[src/hw/rcg_pkg.sv]
package rcg_pkg;

  // ---------------------------------------------------------------
  // Bus geometry
  // ---------------------------------------------------------------
  localparam int ADDR_W = 8;
  localparam int DATA_W = 32;
  localparam int IDX_W = 6;
  localparam int BYTE_SHIFT = 2;
  localparam int NPINS = 4;

  // Register indices; byte address is index times four
  localparam logic [IDX_W-1:0] IDX_PIN0 = 6'h1d;
  localparam logic [IDX_W-1:0] IDX_PIN12 = 6'h1e;
  localparam logic [IDX_W-1:0] IDX_PIN3 = 6'h1f;
  localparam logic [IDX_W-1:0] IDX_LEVELS = 6'h30;

  // ---------------------------------------------------------------
  // Field layout of one pin nibble
  // ---------------------------------------------------------------
  localparam int BIT_EN = 0;
  localparam int BIT_DIR = 1;
  localparam int BIT_FAR = 2;
  localparam int BIT_VAL = 3;
  localparam int UPPER_NIB = 4;
  localparam int REV_LSB = 4;
  localparam int LEVEL_SEL_BIT = 8;

  // Nibble reset values for primary and alternate port selection
  localparam logic [3:0] NIB_RESET_PRI = 4'h0;
  localparam logic [3:0] NIB_RESET_ALT = 4'h3;

  // {direction, function} codes
  localparam logic [1:0] MODE_FUNC = 2'h0;
  localparam logic [1:0] MODE_GP_OUT = 2'h1;
  localparam logic [1:0] MODE_TRI = 2'h2;
  localparam logic [1:0] MODE_GP_IN = 2'h3;

  // Word index of a byte address
  function automatic logic [IDX_W-1:0] word_index(input logic [ADDR_W-1:0] addr);
    return addr[ADDR_W-1:BYTE_SHIFT];
  endfunction

endpackage

[src/hw/rcg_pin_drive.sv]
module rcg_pin_drive (
  input wire logic dir_in,
  input wire logic en_in,
  input wire logic far_in,
  input wire logic local_in,
  input wire logic remote_in,
  input wire logic func_in,
  output logic drive_out,
  output logic level_out
);

  // ---------------------------------------------------------------
  // Per-pin decode
  // ---------------------------------------------------------------
  // Remote control overrides whatever the local mode bits say
  always_comb begin
    drive_out = 1'b0;
    level_out = 1'b0;
    if (far_in) begin
      drive_out = 1'b1;
      level_out = remote_in;
    end else begin
      unique case ({dir_in, en_in})
        rcg_pkg::MODE_FUNC: begin
          drive_out = 1'b1;
          level_out = func_in;
        end
        rcg_pkg::MODE_GP_OUT: begin
          drive_out = 1'b1;
          level_out = local_in;
        end
        rcg_pkg::MODE_TRI: begin
          drive_out = 1'b0;
        end
        rcg_pkg::MODE_GP_IN: begin
          drive_out = 1'b0;
        end
      endcase
    end
  end

endmodule

[src/hw/rcg_gpio_config.sv]
// Functional notes
// - Direction/function pair: 00 functional out, 10 tri-state, 01 GP out, 11 GP in.
// - Local value drives pin only in GP output mode with remote control off.
// - Remote bit set makes pin an output carrying the link-supplied value.
// - Remote bit clear ignores link values; local settings alone decide.
// - Second-port select routes the configuration to the alternate pin set.
// - With second-port select, direction and function bits reset to one.
// - Bits 7..4 of the pin 0 register return a fixed revision, unwritable.
// - Pin 2 controls sit in the upper nibble, pin 1 in the lower.
//
// Our own choice: the Avalon-MM register port.
module rcg_gpio_config #(
  parameter logic [3:0] REV_CODE = 4'h7 // Arbitrary value
) (
  input wire logic REF_CLK_IN,
  input wire logic SRST_IN,
  input wire logic [rcg_pkg::ADDR_W-1:0] AVS_ADDRESS_IN,
  input wire logic AVS_READ_IN,
  input wire logic AVS_WRITE_IN,
  input wire logic [rcg_pkg::DATA_W-1:0] AVS_WRITEDATA_IN,
  input wire logic [3:0] AVS_BYTEENABLE_IN,
  output logic [rcg_pkg::DATA_W-1:0] AVS_READDATA_OUT,
  output logic AVS_WAITREQUEST_OUT,
  input wire logic SECOND_PORT_SELECT_IN,
  input wire logic [rcg_pkg::NPINS-1:0] REMOTE_VALUE_IN,
  input wire logic [rcg_pkg::NPINS-1:0] FUNC_VALUE_IN,
  input wire logic [rcg_pkg::NPINS-1:0] PRI_PIN_IN,
  output logic [rcg_pkg::NPINS-1:0] PRI_PIN_OUT,
  output logic [rcg_pkg::NPINS-1:0] PRI_PIN_OE_OUT,
  input wire logic [rcg_pkg::NPINS-1:0] ALT_PIN_IN,
  output logic [rcg_pkg::NPINS-1:0] ALT_PIN_OUT,
  output logic [rcg_pkg::NPINS-1:0] ALT_PIN_OE_OUT
);

  // ---------------------------------------------------------------
  // State
  // ---------------------------------------------------------------
  typedef struct packed {
    logic sel_meta;
    logic sel_sync;
    logic [2*rcg_pkg::NPINS-1:0] pin_meta;
    logic [2*rcg_pkg::NPINS-1:0] pin_sync;
    logic [3:0] cfg0;
    logic [7:0] cfg12;
    logic [3:0] cfg3;
    logic waitreq;
    logic [rcg_pkg::DATA_W-1:0] rdata;
    logic [rcg_pkg::NPINS-1:0] pri_out;
    logic [rcg_pkg::NPINS-1:0] pri_oe;
    logic [rcg_pkg::NPINS-1:0] alt_out;
    logic [rcg_pkg::NPINS-1:0] alt_oe;
  } rcg_state_type;

  rcg_state_type st;
  rcg_state_type next_st;
  logic [3:0] nib [rcg_pkg::NPINS];
  logic [rcg_pkg::NPINS-1:0] drive;
  logic [rcg_pkg::NPINS-1:0] level;
  logic [rcg_pkg::IDX_W-1:0] idx;
  logic req;
  logic wr_take;

  // ---------------------------------------------------------------
  // Pin nibbles and drive decode
  // ---------------------------------------------------------------
  // Pin 1 in the low nibble, pin 2 in the upper nibble
  assign nib[0] = st.cfg0;
  assign nib[1] = st.cfg12[rcg_pkg::UPPER_NIB-1:0];
  assign nib[2] = st.cfg12[7:rcg_pkg::UPPER_NIB];
  assign nib[3] = st.cfg3;

  for (genvar i = 0; i < rcg_pkg::NPINS; i++) begin : g_pin
    rcg_pin_drive u_drive (
      .dir_in(nib[i][rcg_pkg::BIT_DIR]),
      .en_in(nib[i][rcg_pkg::BIT_EN]),
      .far_in(nib[i][rcg_pkg::BIT_FAR]),
      .local_in(nib[i][rcg_pkg::BIT_VAL]),
      .remote_in(REMOTE_VALUE_IN[i]),
      .func_in(FUNC_VALUE_IN[i]),
      .drive_out(drive[i]),
      .level_out(level[i])
    );
  end

  // Bus request decode
  assign idx = rcg_pkg::word_index(AVS_ADDRESS_IN);
  assign req = AVS_READ_IN | AVS_WRITE_IN;
  assign wr_take = AVS_WRITE_IN & ~st.waitreq & AVS_BYTEENABLE_IN[0];

  // ---------------------------------------------------------------
  // Next state
  // ---------------------------------------------------------------
  // One wait cycle per access keeps read data a clean flop output
  always_comb begin
    next_st = st;
    next_st.sel_meta = SECOND_PORT_SELECT_IN;
    next_st.sel_sync = st.sel_meta;
    next_st.pin_meta = {ALT_PIN_IN, PRI_PIN_IN};
    next_st.pin_sync = st.pin_meta;
    next_st.waitreq = ~(req & st.waitreq);
    if (req && st.waitreq) begin
      next_st.rdata = '0;
      unique case (idx)
        rcg_pkg::IDX_PIN0: next_st.rdata[7:0] = {REV_CODE, st.cfg0};
        rcg_pkg::IDX_PIN12: next_st.rdata[7:0] = st.cfg12;
        rcg_pkg::IDX_PIN3: next_st.rdata[3:0] = st.cfg3; // Upper bits reserved, zero
        rcg_pkg::IDX_LEVELS: begin
          next_st.rdata[2*rcg_pkg::NPINS-1:0] = st.pin_sync;
          next_st.rdata[rcg_pkg::LEVEL_SEL_BIT] = st.sel_sync;
        end
        default: next_st.rdata = '0; // Unmapped reads as zero
      endcase
    end
    // Writes land on the edge where waitrequest is seen low
    if (wr_take) begin
      unique case (idx)
        rcg_pkg::IDX_PIN0: next_st.cfg0 = AVS_WRITEDATA_IN[3:0]; // revision untouched
        rcg_pkg::IDX_PIN12: next_st.cfg12 = AVS_WRITEDATA_IN[7:0];
        rcg_pkg::IDX_PIN3: next_st.cfg3 = AVS_WRITEDATA_IN[3:0];
        default: next_st.cfg3 = st.cfg3; // Unmapped or read-only: ignored
      endcase
    end
    // Only the selected set is driven; the other floats
    if (st.sel_sync) begin
      next_st.alt_oe = drive;
      next_st.alt_out = level & drive;
      next_st.pri_oe = '0;
      next_st.pri_out = '0;
    end else begin
      next_st.pri_oe = drive;
      next_st.pri_out = level & drive;
      next_st.alt_oe = '0;
      next_st.alt_out = '0;
    end
    // Synchronisers keep running so the select is valid at release
    if (SRST_IN) begin
      next_st.cfg0 = st.sel_sync ? rcg_pkg::NIB_RESET_ALT : rcg_pkg::NIB_RESET_PRI;
      next_st.cfg12 = st.sel_sync ? {2{rcg_pkg::NIB_RESET_ALT}} : {2{rcg_pkg::NIB_RESET_PRI}};
      next_st.cfg3 = st.sel_sync ? rcg_pkg::NIB_RESET_ALT : rcg_pkg::NIB_RESET_PRI;
      next_st.waitreq = 1'b1;
      next_st.rdata = '0;
      next_st.pri_out = '0;
      next_st.pri_oe = '0;
      next_st.alt_out = '0;
      next_st.alt_oe = '0;
    end
  end

  // State register
  always_ff @(posedge REF_CLK_IN) begin
    st <= next_st;
  end

  // Outputs straight from the state flops
  assign AVS_READDATA_OUT = st.rdata;
  assign AVS_WAITREQUEST_OUT = st.waitreq;
  assign PRI_PIN_OUT = st.pri_out;
  assign PRI_PIN_OE_OUT = st.pri_oe;
  assign ALT_PIN_OUT = st.alt_out;
  assign ALT_PIN_OE_OUT = st.alt_oe;
endmodule

[config.mk]
export PLATFORM = sky130hd
export DESIGN_NAME = rcg_gpio_config
export DESIGN_NICKNAME = d
export VERILOG_FILES = /design/src/hw/rcg_pkg.sv /design/src/hw/rcg_pin_drive.sv /design/src/hw/rcg_gpio_config.sv
export SDC_FILE = /design/constraint.sdc
export NUM_CORES = 1
export LEC_CHECK = 0
export ABC_CLOCK_PERIOD_IN_PS = 2600
export BUFFER_PORTS_ARGS = -buffer_cell sky130_fd_sc_hd__buf_2
export CORE_MARGIN = 2
export CORE_UTILIZATION = 46
export CTS_CLUSTER_DIAMETER = 100
export DETAILED_ROUTE_END_ITERATION = 16
export GPL_TIMING_DRIVEN = 1
export PLACE_DENSITY = 0.8
export SLEW_MARGIN = 20
export SYNTH_ARGS = -nofsm -noshare
export SYNTH_HDL_FRONTEND = slang
export SYNTH_SLANG_ARGS = --single-unit
[constraint.sdc]
create_clock -name REF_CLK_IN -period 2.6 [get_ports REF_CLK_IN]
set_clock_uncertainty 0.2 [all_clocks]
set_input_delay 0.13 -clock REF_CLK_IN [delete_from_list [all_inputs] [get_ports REF_CLK_IN]]
set_output_delay 0.13 -clock REF_CLK_IN [all_outputs]
set_load 0.01 [all_outputs]
==> run metrics <==
die width 75.7 um; n_diodes 0; CTS root buffer clkbuf_8; CP max stage delay 0.56 ns; CTS tree yes; Setup Viol. Count Final 0; most common cell after layout, fill and taps aside buf_2; Post-synth ARST share 0%; area of the core 5040 um2; Max Clock Freq 546 MHz; post-synthesis register bit count 60; first-pass GRT wire length 6380 um; setup ws final 0.768 ns; Synth Area in Compound Gates 8.94%; CP Class input pin to register; register area share after synthesis 57.6%; nets 341; Worst-path clk slew 0.06 ns; post-layout min period 1.83 ns; cts bufs inserted 9; unrepaired setup endpoints after global routing false; Worst setup SP type input pin; Slew Limit Fails 0; cell taking the most area after synthesis dfxtp_1; Synth cell types 29; commonest cells after routing, fill and taps aside buf_2 (61), dfxtp_1 (44), conb_1 (23); grt ovf 0; cell area after synthesis 2360 um2; worst path arrival time 1.91 ns; share of layout cells above drive strength 1 29.9%; Avg Cell Area, Syn 11.3 um2; post-detail-place hpwl 3010 um; largest net degree at the start of global routing 18; site row count 26; leakage power total 0.00134 uW; yosys warns 0; outcome completed; worst hold-check path type input pin to register; Antenna Nets Post-Route 0; GPL Wtd Cong 0.781; hold path cells 2; Synth top area share 37.2%; Final Hold Viols 0; DRC 0; Port Buffers 61; slowest stage cell, crit path dlygate4sd3_1; Critical Path RT 2.67 ns; EDFF count, synth 16; vias in the first global route 1,439; post-cts repair resize count 0; Die Ht 75.7 um; Avg Vias per Cell 4.42; final worst-path cycle share 70.5%; CP cell instances buf_2 -> nor4_2 -> and3_1 -> nand3_1 -> a21oi_1 -> dlygate4sd3_1; area grow syn2layout 22.4%; Place WS 0.751 ns; Placed Area 2480 um2; maxcap violations 0; post-synthesis adder-cell area fraction 0%; Initial Util 46.9%; CTS HTree Levels 3; Synth Area in XOR/XNOR 0%; clk_lat worst skew 0.33 ns; io pins 114; Syn Inst Count 210; Starting DRT DRC Count 36; DRT Pass-1 Iters 4; post-route cell area 2890 um2; Setup crit end kind register; post-synthesis mux area share 3.81%; setup_tns 0 ns; worst IR drop on VDD 0.412 mV; All-Layer GR Usage 16.1%; ranking of synthesized cells by area dfxtp_1 (37%), edfxtp_1 (20%), buf_4 (16%); Critical Path Fanout Max 9; WL per Instance 12.5 um; simple-gate portion of the synthesized area 12.1%; clk sinks 60; final wirelength 4370 um; initial antenna violation count 0; DIE AREA 5730 um2; clk buf depth 2; PD cells 717 nW/um2; DR vias 1,551; main combinational cell family by area after synthesis buffers and inverters; most common flop cell mapped by yosys dfxtp_1; cell count of the worst reg-to-reg path 4
## path summary, 6_finish.rpt
| kind | startpoint | slack, ns | endpoint |
|---|---|---|---|
| worst max-delay path | AVS_ADDRESS_IN[3] | 0.77 | AVS_READDATA_OUT[8]$_SDFFE_PP0P_ |
| worst min-delay path | AVS_WRITEDATA_IN[2] | 0.02 | nib[14]$_SDFFCE_PP0P_ |
| worst max register to register | AVS_WAITREQUEST_OUT$_SDFF_PP1_ | 0.81 | AVS_READDATA_OUT[8]$_SDFFE_PP0P_ |
| worst min register to register | next_st[69]$_DFF_P_ | 0.13 | st[69]$_DFF_P_ |
## state kept, by name, summed over array words and instances, names as in the netlist
| signal | count |
|---|---|
| AVS_WAITREQUEST_OUT | 1 |
| ALT_PIN_OUT | 4 |
| PRI_PIN_OE_OUT | 4 |
| st | 9 |
| next_st | 9 |
| ALT_PIN_OE_OUT | 4 |
| AVS_READDATA_OUT | 9 |
| PRI_PIN_OUT | 4 |
| nib | 16 |
## cells by family after synthesis
| logic type | after synthesis |
|---|---|
| compound gates | 28 |
| buf+inv | 59 |
| flops | 60 |
| mux | 9 |
| other cells | 1 |
| simple gates | 53 |
## power by group
part	switching, uW	internal [uW]
logic	100	84.1
registers	22.5	1010
clock network	340	517
total	463	1610
## worst max-delay path: cells and delay by family
family | cells | cell delay (ns)
compound gates | 1 | 0.16
buf+inv | 2 | 0.74
simple gates | 3 | 0.88
## routing by layer
| layer | wire (um) | GRT usage [%] |
|---|---|---|
| met5 | 0 | 0 |
| met3 | 319 | 7.14 |
| met1 | 1710 | 17.2 |
| met2 | 2280 | 28.4 |
| met4 | 63 | 5.46 |
## layout make-up
cell class                 instances  area (um2)
clock buffer                      11         163
inverter                           7        26.3
timing repair buffer              85         536
tap                               70        87.6
multi-input combinational        113         673
fill                             436        2150
clock inverter                     5        47.5
sequential                        60        1360
## stage by stage
step	util (%)	std cells	total power (uW)	hold WS, ns
2_1_floorplan	-	232	1190	-0.0423
3_3_place_gp	49.3	315	1210	0.0322
3_5_place_dp	49.3	315	1220	0.0343
4_1_cts	57.4	351	2080	0.00936
5_1_grt	57.4	351	2160	0.0272
6_report	57.4	351	2080	0.0218
## cells in the mapped netlist (2+ instances only)
library cell and n:
a21oi_1 5, a221o_1 4, a221oi_1 4, a22o_1 4, buf_4 49, clkbuf_1 2
dfxtp_1 44, edfxtp_1 16, inv_1 7, mux2i_1 9, nand2_1 4, nor2_1 21
nor2b_1 8, nor3_1 12, o21ai_0 5, o41ai_1 3
## timing repair
| item | in CTS | in global routing |
|---|---|---|
| buffers inserted | 0 | 0 |
| hold buffers | 20 | 0 |
| endpoints found under the hold margin | 29 | 0 |
| setup endpoints to repair | 0 | 0 |
No activity file was read; power rests on OpenSTA's default activity.
